<file path="config.mk">
export PLATFORM = sky130hd
export DESIGN_NAME = sync_controller_command_outputs
export DESIGN_NICKNAME = d
export VERILOG_FILES = /design/src/design/sync_ctrl_pkg.sv /design/src/design/sync_controller_command_outputs.sv
export SDC_FILE = /design/constraint.sdc
export NUM_CORES = 1
export LEC_CHECK = 0
export ABC_AREA = 1
export BUFFER_PORTS_ARGS = -buffer_cell sky130_fd_sc_hd__buf_2
export CELL_PAD_IN_SITES_DETAIL_PLACEMENT = 2
export CELL_PAD_IN_SITES_GLOBAL_PLACEMENT = 2
export CORE_MARGIN = 3
export CORE_UTILIZATION = 30
export CTS_BUF_LIST = sky130_fd_sc_hd__clkbuf_16
export CTS_CLUSTER_DIAMETER = 150
export DETAILED_ROUTE_END_ITERATION = 7
export PLACE_DENSITY_LB_ADDON = 0.1
export SYNTH_ARGS = -nofsm -noshare
export SYNTH_HDL_FRONTEND = slang
export SYNTH_SLANG_ARGS = --single-unit
</file>
<file path="constraint.sdc">
create_clock -name clk_sys -period 5.7 [get_ports clk_sys]
set_clock_uncertainty 0.05 [all_clocks]
set_input_delay 1.14 -clock clk_sys [delete_from_list [all_inputs] [get_ports clk_sys]]
set_output_delay 1.14 -clock clk_sys [all_outputs]
set_load 0.03 [all_outputs]
</file>
<file path="src/design/sync_ctrl_pkg.sv">
/*
 Shared constants and types for the command and output logic of a
 positional synchronizing controller. Assumes one 250 MHz clock.
*/
package sync_ctrl_pkg;
  localparam logic [7:0]  CODE_RESET    = 8'd60;
  localparam logic [7:0]  CODE_IDX_SLV  = 8'd61;
  localparam logic [7:0]  CODE_IDX_MST  = 8'd62;
  localparam logic [7:0]  CODE_TRIM_M   = 8'd65;
  localparam logic [7:0]  CODE_TRIM_P   = 8'd66;
  localparam logic [7:0]  CODE_ACTIVATE = 8'd67;
  localparam logic [7:0]  CODE_STORE    = 8'd68;
  localparam logic [7:0]  CODE_STATUS   = 8'd85;
  localparam logic [7:0]  CODE_CMDWORD  = 8'd86;
  localparam logic [7:0]  CODE_OFFSET   = 8'd47;
  localparam logic [7:0]  CODE_DEADBAND = 8'd48;
  localparam logic [7:0]  CODE_FFSEL    = 8'd49;
  localparam int BIT_RESET = 7;
  localparam int BIT_IDX_SLV = 6;
  localparam int BIT_IDX_MST = 5;
  localparam int BIT_TRIM_M = 2;
  localparam int BIT_TRIM_P = 1;
  localparam int BIT_ACTIVATE = 12;
  localparam int BIT_STORE = 0;
  localparam logic [15:0] CMD_MASK      = 16'h10e7;
  localparam logic [3:0]  FF_ONEQ       = 4'h5;
  localparam logic [3:0]  FF_ONEQ_RECIP = 4'h6;
  localparam logic [3:0]  FF_MAX        = 4'h6;
  localparam logic [9:0]  DB_MAX        = 10'h190;
  localparam logic signed [9:0] OFS_MIN = -10'sd200;
  localparam logic signed [9:0] OFS_MAX = 10'sd200;
  localparam logic signed [15:0] ERR_SAT = 16'sd32000;
  localparam logic signed [12:0] CORR_MAX = 13'sd511;
  localparam logic signed [12:0] CORR_MIN = -13'sd512;
  localparam logic signed [12:0] DAC_MAX = 13'sd2047;
  localparam logic signed [12:0] DAC_MIN = -13'sd2048;
  localparam logic [11:0] CREEP_REF     = 12'h010;

  typedef struct packed {
    logic [3:0]        ffSel;
    logic [9:0]        deadBand;
    logic signed [9:0] offsetTrim;
  } param_t;
  localparam param_t PARAM_DEFAULT = '{ffSel: 4'h0, deadBand: 10'h0, offsetTrim: 10'sh0};

  typedef struct packed {
    logic reset;
    logic idxSlave;
    logic idxMaster;
    logic trimMinus;
    logic trimPlus;
    logic activate;
  } ctl_t;

  typedef enum logic [1:0] {EE_LOAD = 2'b00, EE_STORE = 2'b01, EE_ERASE = 2'b10} ee_op_t;
  typedef enum logic [2:0] {
    ST_INIT  = 3'b000,
    ST_LOAD  = 3'b001,
    ST_ERASE = 3'b010,
    ST_RUN   = 3'b011,
    ST_STORE = 3'b100
  } state_t;
endpackage

</file>
<file path="src/design/sync_controller_command_outputs.sv">
/*
 Command interpreter, status word, power-up parameter handling and
 analogue/direction output stage of the synchronizing controller.
 Assumes a serial framer delivers decoded access codes, an EEPROM
 agent answers load/store/erase requests, and the control loop
 supplies speed reference, error increments and master motion.
*/
`timescale 1ns/1ps
module sync_controller_command_outputs
  import sync_ctrl_pkg::*;
(
  // clock and reset
  input  wire logic               clk_sys,
  input  wire logic               reset,
  // serial access port
  input  wire logic               reqValid,
  input  wire logic               reqWrite,
  input  wire logic [7:0]         reqCode,
  input  wire logic [15:0]        reqData,
  output logic                    rspValid,
  output logic                    rspErr,
  output logic [15:0]             rspData,
  // hardware control inputs
  input  wire ctl_t               ctlIn,
  // eeprom agent
  output logic                    eeReq,
  output ee_op_t                  eeOp,
  output param_t                  eeWrData,
  input  wire logic               eeDone,
  input  wire param_t             eeRdData,
  // control loop
  input  wire logic signed [11:0] speedRef,
  input  wire logic               errInc,
  input  wire logic               errDec,
  input  wire logic               masterMoving,
  input  wire logic               masterReverse,
  input  wire logic               outOfSync,
  input  wire logic               indexOk,
  input  wire logic [1:0]         auxOut,
  // effective commands and outputs
  output ctl_t                    cmdOut,
  output logic                    storeBusy,
  output logic signed [15:0]      errCount,
  output logic [11:0]             dacOut,
  output logic [3:0]              ctlOut,
  output logic                    ready
);

  function automatic logic inRange(input logic [7:0] code, input logic [15:0] d);
    case (code)
      CODE_FFSEL:    inRange = d[15:4] == 12'h0 && d[3:0] <= FF_MAX;
      CODE_DEADBAND: inRange = d[15:10] == 6'h0 && d[9:0] <= DB_MAX;
      CODE_OFFSET:   inRange = $signed(d) >= 16'(OFS_MIN) && $signed(d) <= 16'(OFS_MAX);
      default:       inRange = 1'b1;
    endcase
  endfunction

  function automatic logic [11:0] absVal(input logic signed [12:0] v);
    logic signed [12:0] a;
    a = v < 0 ? -v : v;
    absVal = a > DAC_MAX ? DAC_MAX[11:0] : a[11:0];
  endfunction

  // saturate a signed value into a 13-bit window, shared by correction and output
  function automatic logic signed [12:0] clamp13(input logic signed [15:0] v,
                                                 input logic signed [12:0] lo,
                                                 input logic signed [12:0] hi);
    if (v > 16'(hi)) begin
      clamp13 = hi;
    end else if (v < 16'(lo)) begin
      clamp13 = lo;
    end else begin
      clamp13 = v[12:0];
    end
  endfunction

  state_t             state_r, state_nxt;
  logic [15:0]        cmdWord_r, cmdWord_nxt;
  param_t             param_r, param_nxt;
  logic               rspValid_r, rspValid_nxt;
  logic               rspErr_r, rspErr_nxt;
  logic [15:0]        rspData_r, rspData_nxt;
  logic               eeReq_r, eeReq_nxt;
  ee_op_t             eeOp_r, eeOp_nxt;
  ctl_t               cmdOut_r, cmdOut_nxt;
  logic signed [15:0] err_r, err_nxt;
  logic [11:0]        dac_r, dac_nxt;
  logic [3:0]         ctlOut_r, ctlOut_nxt;
  logic               oneQ;
  logic signed [12:0] corr, sum, sat;
  logic [11:0]        mag;
  logic               fwd, rev;
  logic               effReset;
  logic               ready_r, ready_nxt;
  logic signed [15:0] dbWin;

  // interpreter, power-up sequence and parameters
  always_comb begin
    state_nxt    = state_r;
    cmdWord_nxt  = cmdWord_r;
    param_nxt    = param_r;
    rspValid_nxt = 1'b0;
    rspErr_nxt   = 1'b0;
    rspData_nxt  = rspData_r;
    eeReq_nxt    = eeReq_r;
    eeOp_nxt     = eeOp_r;

    case (state_r)
      ST_INIT: begin
        // all six inputs high at power-up: factory defaults
        if (&ctlIn) begin
          state_nxt = ST_ERASE;
          eeOp_nxt  = EE_ERASE;
          param_nxt = PARAM_DEFAULT;
        end else begin
          state_nxt = ST_LOAD;
          eeOp_nxt  = EE_LOAD;
        end
        eeReq_nxt = 1'b1;
      end
      ST_LOAD: begin
        if (eeDone) begin
          param_nxt = eeRdData;
          eeReq_nxt = 1'b0;
          state_nxt = ST_RUN;
        end
      end
      ST_ERASE: begin
        if (eeDone) begin
          eeReq_nxt = 1'b0;
          state_nxt = ST_RUN;
        end
      end
      ST_STORE: begin
        if (eeDone) begin
          eeReq_nxt             = 1'b0;
          cmdWord_nxt[BIT_STORE] = 1'b0;
          state_nxt             = ST_RUN;
        end
      end
      ST_RUN: begin
        // activation takes one cycle, then the bit drops
        cmdWord_nxt[BIT_ACTIVATE] = 1'b0;
        if (cmdWord_r[BIT_STORE]) begin
          eeOp_nxt  = EE_STORE;
          eeReq_nxt = 1'b1;
          state_nxt = ST_STORE;
        end
      end
      default: state_nxt = ST_INIT;
    endcase
    // registered so the ready port is a flop, in step with the state
    ready_nxt = state_nxt == ST_RUN;

    if (reqValid) begin
      rspValid_nxt = 1'b1;
      rspData_nxt  = 16'h0;
      // write requests during power-up or store are refused; reads are answered
      if (state_r != ST_RUN && reqWrite) begin
        rspErr_nxt = 1'b1;
      end else if (reqWrite && !inRange(reqCode, reqData)) begin
        rspErr_nxt = 1'b1;
      end else if (reqWrite) begin
        case (reqCode)
          CODE_RESET:    cmdWord_nxt[BIT_RESET]    = reqData[0];
          CODE_IDX_SLV:  cmdWord_nxt[BIT_IDX_SLV]  = reqData[0];
          CODE_IDX_MST:  cmdWord_nxt[BIT_IDX_MST]  = reqData[0];
          CODE_TRIM_M:   cmdWord_nxt[BIT_TRIM_M]   = reqData[0];
          CODE_TRIM_P:   cmdWord_nxt[BIT_TRIM_P]   = reqData[0];
          CODE_ACTIVATE: cmdWord_nxt[BIT_ACTIVATE] = reqData[0];
          CODE_STORE:    cmdWord_nxt[BIT_STORE]    = reqData[0];
          CODE_CMDWORD:  cmdWord_nxt = reqData & CMD_MASK;
          CODE_FFSEL:    param_nxt.ffSel = reqData[3:0];
          CODE_DEADBAND: param_nxt.deadBand = reqData[9:0];
          CODE_OFFSET:   param_nxt.offsetTrim = reqData[9:0];
          default:       rspErr_nxt = 1'b1;
        endcase
      end else begin
        case (reqCode)
          CODE_CMDWORD:  rspData_nxt = cmdWord_r & CMD_MASK;
          CODE_STATUS:   rspData_nxt = {12'h0, ctlOut_r};
          CODE_FFSEL:    rspData_nxt = {12'h0, param_r.ffSel};
          CODE_DEADBAND: rspData_nxt = {6'h0, param_r.deadBand};
          CODE_OFFSET:   rspData_nxt = {{6{param_r.offsetTrim[9]}}, param_r.offsetTrim};
          default:       rspErr_nxt = 1'b1;
        endcase
      end
    end
  end

  always_ff @(posedge clk_sys) begin
    if (reset) begin
      state_r    <= ST_INIT;
      cmdWord_r  <= 16'h0;
      param_r    <= PARAM_DEFAULT;
      rspValid_r <= 1'b0;
      rspErr_r   <= 1'b0;
      rspData_r  <= 16'h0;
      eeReq_r    <= 1'b0;
      eeOp_r     <= EE_LOAD;
      ready_r    <= 1'b0;
    end else begin
      state_r    <= state_nxt;
      cmdWord_r  <= cmdWord_nxt;
      param_r    <= param_nxt;
      rspValid_r <= rspValid_nxt;
      rspErr_r   <= rspErr_nxt;
      rspData_r  <= rspData_nxt;
      eeReq_r    <= eeReq_nxt;
      eeOp_r     <= eeOp_nxt;
      ready_r    <= ready_nxt;
    end
  end

  // effective commands, error memory and output stage
  assign effReset = cmdWord_r[BIT_RESET] | ctlIn.reset;
  assign oneQ = param_r.ffSel == FF_ONEQ || param_r.ffSel == FF_ONEQ_RECIP;
  // correction limited so a large error cannot swamp the reference
  assign corr = clamp13(err_r, CORR_MIN, CORR_MAX);
  // offset enters with inverted sign: negative trim lifts standstill
  assign sum = 13'(speedRef) + corr - 13'(param_r.offsetTrim);
  assign sat = clamp13(16'(sum), DAC_MIN, DAC_MAX);
  assign mag = absVal(sat);
  // widened as signed so a negative error is not read as a huge one
  assign dbWin = $signed({6'h0, param_r.deadBand});

  always_comb begin
    cmdOut_nxt.reset     = effReset;
    cmdOut_nxt.idxSlave  = cmdWord_r[BIT_IDX_SLV] | ctlIn.idxSlave;
    cmdOut_nxt.idxMaster = cmdWord_r[BIT_IDX_MST] | ctlIn.idxMaster;
    cmdOut_nxt.trimMinus = cmdWord_r[BIT_TRIM_M] | ctlIn.trimMinus;
    cmdOut_nxt.trimPlus  = cmdWord_r[BIT_TRIM_P] | ctlIn.trimPlus;
    cmdOut_nxt.activate  = cmdWord_r[BIT_ACTIVATE] | ctlIn.activate;

    err_nxt = err_r;
    if (effReset) begin
      err_nxt = 16'sh0;
    end else if (errInc && !errDec && err_r < ERR_SAT) begin
      err_nxt = err_r + 16'sd1;
    end else if (errDec && !errInc && err_r > -ERR_SAT) begin
      err_nxt = err_r - 16'sd1;
    end
    fwd = 1'b0;
    rev = 1'b0;
    dac_nxt = sat[11:0];
    if (oneQ) begin
      dac_nxt = mag;
      if (masterMoving) begin
        fwd = !masterReverse;
        rev = masterReverse;
      end else if (err_r > dbWin) begin
        fwd = 1'b1;
        dac_nxt = CREEP_REF;
      end else if (err_r < -dbWin) begin
        rev = 1'b1;
        dac_nxt = CREEP_REF;
      end else begin
        dac_nxt = 12'h0;
      end
      // below the dead band the drive is disabled
      if (masterMoving && mag < {2'b00, param_r.deadBand}) begin
        fwd = 1'b0;
        rev = 1'b0;
      end
    end
    if (oneQ) begin
      ctlOut_nxt = {rev, fwd, auxOut};
    end else begin
      ctlOut_nxt = {indexOk, outOfSync, auxOut};
    end
  end

  always_ff @(posedge clk_sys) begin
    if (reset) begin
      cmdOut_r <= '0;
      err_r    <= 16'sh0;
      dac_r    <= 12'h0;
      ctlOut_r <= 4'h0;
    end else begin
      cmdOut_r <= cmdOut_nxt;
      err_r    <= err_nxt;
      dac_r    <= dac_nxt;
      ctlOut_r <= ctlOut_nxt;
    end
  end

  assign rspValid  = rspValid_r;
  assign rspErr    = rspErr_r;
  assign rspData   = rspData_r;
  assign eeReq     = eeReq_r;
  assign eeOp      = eeOp_r;
  assign eeWrData  = param_r;
  assign cmdOut    = cmdOut_r;
  assign storeBusy = cmdWord_r[BIT_STORE];
  assign errCount  = err_r;
  assign dacOut    = dac_r;
  assign ctlOut    = ctlOut_r;
  assign ready     = ready_r;
endmodule

</file>
# ---- Yosys cells after proc, flatten, opt, wreduce, memory -nomap -nowiden
# Index checks and enable logic that the tools add are counted.
dict set report classes {
  n_reduce_logical 40
  n_bitwise 9
  eq_ne 22
  n_addsub 6
  n_lt_le_gt_ge 15
  mux 67
}
# operator count
set ops {}
lappend ops {{$mux W24} 6}
lappend ops {{$mux W13} 9}
lappend ops {{$mux W16} 5}
lappend ops {{$pmux W16 S5} 1}
lappend ops {{$eq A8 B6 Y1 const B} 6}
lappend ops {{$eq A8 B7 Y1 const B} 6}
lappend ops {{$pmux W24 S2} 1}
lappend ops {{$mux W12} 3}
lappend ops {{$gt A13 B12 Y1 const B} 2}
lappend ops {{$reduce_and A5 Y1} 5}
lappend ops {{$mux W1} 21}
lappend ops {{$mux W10} 2}
lappend ops {{$add A16 B2 Y16 const B} 1}
lappend ops {{$ge A16 B9 Y1 const B} 1}
lappend ops {{$gt A16 B10 Y1 const B} 1}
lappend ops {{$gt A16 B11 Y1} 1}
lappend ops {{$gt A16 B16 Y1 const B} 1}
lappend ops {{$le A16 B9 Y1 const B} 1}
lappend ops {{$lt A16 B10 Y1 const B} 1}
lappend ops {{$lt A16 B16 Y1} 1}
lappend ops {{$lt A16 B16 Y1 const B} 1}
lappend ops {{$neg A10 Y16} 1}
lappend ops {{$sub A16 B2 Y16 const B} 1}
lappend ops {{$reduce_bool A2 Y1} 7}
lappend ops {{other kinds (39)} 74}
dict set report word_totals {
  elab_cells 184
  ff_bits 94
  inputBits 79
}

# ---- Depth between registers and ports, before layout
dict set report logic_depth {
  ltp_word 16
  depth_mapped 39
}

# ---- Worst setup path after synthesis
# OpenSTA, ideal clock, no wires.
dict set report synth_timing {
  kind {reg-to-reg}
  startpoint {register err_r[10], in the netlist errCount[10]}
  endpoint {register ctlOut_r[3], in the netlist ctlOut[3]}
  slack_ps 805
  synth_period_minus_slack_ps 4895
  arrival_time_ps 4733
  path_stages_with_launch 37
  t_required_ps 5538
  path_buffers 1
  cell_sequence {dfxtp_1 -> nor2_1 -> inv_1 -> nor3_1 -> nand2_1 -> nand2_1 -> a21oi_1 -> inv_1 -> fa_1 -> inv_1 -> fa_1 -> nand3_1 -> nand2_2 -> nand3_2 -> nand4_1 -> nand2_4 -> nand2_2 -> buf_6 -> nand2_2 -> ha_1 -> inv_1 -> a21oi_4 -> nand2_2 -> nor2_4 -> nor2_1 -> xor2_1 -> nor2_1 -> inv_1 -> ha_1 -> nand2_1 -> nor2_1 -> a211oi_1 -> o211ai_1 -> inv_1 -> nand3_2 -> nand2_1 -> nand2_1}
}
dict set report synth_between {
  elab_chain_len 16
}
# element line_no
set synth_rtl {}
lappend synth_rtl {{start, declared} sync_controller_command_outputs.sv:86} ;# logic signed [15:0] err_r, err_nxt;
lappend synth_rtl {{start signal, assigned} sync_controller_command_outputs.sv:281} ;# err_r <= err_nxt;
lappend synth_rtl {{$lt A16 B10 Y1} sync_controller_command_outputs.sv:70} ;# end else if (v < 16'(lo)) begin
lappend synth_rtl {{$mux W13} sync_controller_command_outputs.sv:70}
lappend synth_rtl {{$mux W13} sync_controller_command_outputs.sv:68} ;# if (v > 16'(hi)) begin
lappend synth_rtl {{$add A12 B13 Y13} sync_controller_command_outputs.sv:221} ;# assign sum = 13'(speedRef) + corr - 13'(param_r.offsetTrim);
lappend synth_rtl {{$sub A13 B10 Y13} sync_controller_command_outputs.sv:221}
lappend synth_rtl {{$lt A13 B12 Y1} sync_controller_command_outputs.sv:70}
lappend synth_rtl {{$mux W13} sync_controller_command_outputs.sv:70}
lappend synth_rtl {{$mux W13} sync_controller_command_outputs.sv:68}
lappend synth_rtl {{$neg A13 Y13 / $lt A13 B1 Y1 (equally long branches)} sync_controller_command_outputs.sv:60} ;# a = v < 0 ? -v : v;
lappend synth_rtl {{$mux W13} sync_controller_command_outputs.sv:60}
lappend synth_rtl {{$gt A13 B12 Y1} sync_controller_command_outputs.sv:61} ;# absVal = a > DAC_MAX ? DAC_MAX[11:0] : a[11:0];
lappend synth_rtl {{$mux W12} sync_controller_command_outputs.sv:61}
lappend synth_rtl {{$lt A12 B10 Y1} sync_controller_command_outputs.sv:261} ;# if (masterMoving && mag < {2'b00, param_r.deadBand}) begin
lappend synth_rtl {{$logic_and A1 B1 Y1} sync_controller_command_outputs.sv:261}
lappend synth_rtl {{$mux W1 (*)} sync_controller_command_outputs.sv:261}
lappend synth_rtl {{$mux W4 (*)} sync_controller_command_outputs.sv:266} ;# if (oneQ) begin
lappend synth_rtl {{end signal, assigned} sync_controller_command_outputs.sv:283} ;# ctlOut_r <= ctlOut_nxt;
lappend synth_rtl {{end, declared} sync_controller_command_outputs.sv:88} ;# logic [3:0] ctlOut_r, ctlOut_nxt;
# Every way passes the cells marked *; elsewhere a longest branch is shown, timed or not.
# A chain may end at the register's enable or synchronous reset.

# ---- Final worst setup path
dict set report layout_timing {
  startpoint {register err_r[13], in the netlist errCount[13]}
  endpoint {register ctlOut_r[3], in the netlist ctlOut[3]}
}
# Same word-level chain as after synthesis.

==> results_dict.tcl <==
set metrics [dict create \
    avgSynthCellArea_um2 6.68 \
    ir_worst_vdd_mv 0.156 \
    crit_fanout 12 \
    fin_hold_ws_ns 0.421 \
    switching_share_pct 51.7 \
    worst_ep_arrival_time_ns 5.40 \
    cp_slowest_cell "fa_1" \
    syn_to_final_growth_pct 20.5 \
    synth_edf_count 0 \
    leakagePower_nw 4.47 \
    syn_area_mm2 0.00743 \
    start_util_pct 31.1 \
    die_x_um 163 \
    grt_max_degree 35 \
    cts_hold_buf 0 \
    critPathLaunchType "flop" \
    critPathMostFrequentCell "nand2_1" \
    hold_violations 0 \
    ys_warn_count 0 \
    fin_crit_ns 5.19 \
    critPathRequiredTime_ns 5.91 \
    drc 0 \
    final_area_mm2 0.00895 \
    power.density_mw_per_mm2 401 \
    maxSlewViolCount 0 \
    post_cts_buffers 0 \
    antenna_found_initial 0 \
    instances_no_fill 1596 \
    fin_nets 1429 \
    finalCritPeriodShare_pct 91.0 \
    status "finished, final reports clean" \
    clock_power_share_pct 16.8 \
    switching_power_w 0.00186 \
    grt_overflow 0 \
    dpl.hpwl_mm 26.2 \
    final_antenna_net_count 0 \
    wl_mm 31.5 \
    end_kind "flop" \
    grt_pass1_wl_mm 48.9 \
    cts_tree "done" \
    cts_resized 0 \
    fp.dieH_um 163 \
    setup_violations 0 \
    synth_cells 1112 \
    vias 8225 \
    syn_nets 1268 \
    async_reset_ff_share_pct 0 \
    cts_buffers 9 \
    hold_class "reg2reg" \
    final_cell_mix "nand2_1 (212), inv_1 (175), buf_2 (163)" \
    grt_pass1_vias 8622 \
    post-place-cells 1581 \
    gp_congestion 0.888 \
    vias_per_cell 5.15 \
    ys_seq_area_share_pct 24.2 \
    placed_cell_area_mm2 0.00862 \
    die-area_mm2 0.0267 \
    synth_ff_type "dfxtp_1" \
    pwr-share-comb_pct 62.5 \
    maxCapViolCount 0 \
    synth_seq_cells 90 \
    cp_slowest_stage_delay_ns 0.49 \
    cts_sinks 90 \
    worst_slew_pin_slew_ns 0.978 \
    grt_usage_pct 23.6 \
    slew_headroom_pct 34.7 \
    dr.pass1.iters 5 \
    cts_buffer_depth 2 \
    core_area_mm2 0.0239 \
    io_pins 164 \
    row_count 56 \
    fmax_mhz 193 \
    drive_above_1_share_pct 20.0 \
    cts_root_buf "clkbuf_16" \
    p_seq_share_pct 20.7 \
    drt_iter0_drc 367 \
    worstPathBufferInverterCount 5 \
    path_class "reg2reg" \
    port-buffer-count 163 \
    path_clk_slew_ns 0.07 \
    clk_latency_ns 0.36 \
    cts-htree-levels 3 \
    path_delay_family "simple AND/OR/NAND/NOR gates" \
    intPower_w 0.00173 \
    wl_per_cell_um 19.7 \
    final_common_cell "nand2_1" \
    yosysUniqueCellTypes 51 \
    antenna_cells 0 \
]
==> cell usage after synthesis, drive strengths merged (18+ instances only) <==
cell type / number / area [µm²]
nand2: 233 / 947
inv: 181 / 682
a21oi: 117 / 604
nor2: 113 / 452
dfxtp: 90 / 1800
o21ai: 81 / 405
ha: 64 / 801
nand3: 50 / 290
xor2: 25 / 219
nor3: 23 / 125
nand4: 20 / 125
a22oi: 18 / 135
==> layout make-up <==
cell class,instances,area (µm²)
multi-input cells,815,4870
fillers,2986,14900
flip-flops and latches,90,1810
well taps,319,399
repair buffers,176,913
clock inverters,6,50.0
clock buffers,9,225
inverters,181,682
==> worst min-delay path, stage by stage (launching register included) <==
cell	delay [ns]
dfxtp_1	0.31
nand2_1	0.06
a21oi_1	0.06
==> through the flow <==
stage / setup TNS [ns] / setup slack, ns / power, W / utilization (%)
after detailed placement: 0 / 0.0774 / 0.00296 / 36.1
after CTS: 0 / 0.00557 / 0.00358 / 37.2
final: 0 / 0.514 / 0.00359 / 37.5
after floorplan: 0 / 0.805 / 0.00230 / -
after global routing: -0.00598 / -0.00598 / 0.00392 / 37.5
after global placement: 0 / 0.363 / 0.00289 / 36.1
==> routing by layer <==
layer	wire (µm)	global-route usage, %
met3	1200	3.09
met2	15100	40.7
met4	356	4.50
met1	14800	31.7
met5	0	0
==> power groups by stage <==
stage | logic, W | clock network (W) | registers [W]
3_3_place_gp | 0.00213 | 0 | 0.000756
4_1_cts | 0.00222 | 0.000621 | 0.000743
2_1_floorplan | 0.00144 | 0 | 0.000866
3_5_place_dp | 0.00220 | 0 | 0.000758
6_report | 0.00225 | 0.000604 | 0.000742
5_1_grt | 0.00253 | 0.000640 | 0.000750
==> path summary, 6_finish.rpt <==
check / from / endpoint / slack, ns / cells after the start
worst min-delay path: rspData[5]$_SDFFE_PP0P_ / rspData[5]$_SDFFE_PP0P_ / 0.42 / 2
worst min register to register: rspData[5]$_SDFFE_PP0P_ / rspData[5]$_SDFFE_PP0P_ / 0.42 / 2
worst max-delay path: errCount[13]$_SDFFE_PP0P_ / ctlOut[3]$_SDFF_PP0_ / 0.51 / 35
worst max register to register: errCount[13]$_SDFFE_PP0P_ / ctlOut[3]$_SDFF_PP0_ / 0.51 / 35
==> cells by family after synthesis <==
group	count (synthesis)	synth area share, %
simple gates	449	27.0
compound gates	256	19.5
buf+inv	207	11.0
flops	90	24.2
fa+ha+maj	77	14.3
xor+xnor	32	3.77
mux	1	0.135
==> flip-flops by register name, indices dropped and copies added, names as in the netlist <==
name and flops:
rspErr 1, dacOut 12, eeOp 2, rspValid 1, state_r 3, eeReq 1
eeWrData 24, ready 1, rspData 12, cmdOut 6, ctlOut 4, errCount 16
cmdWord_r 7
Note: power is estimated with default switching activity, not from simulation.
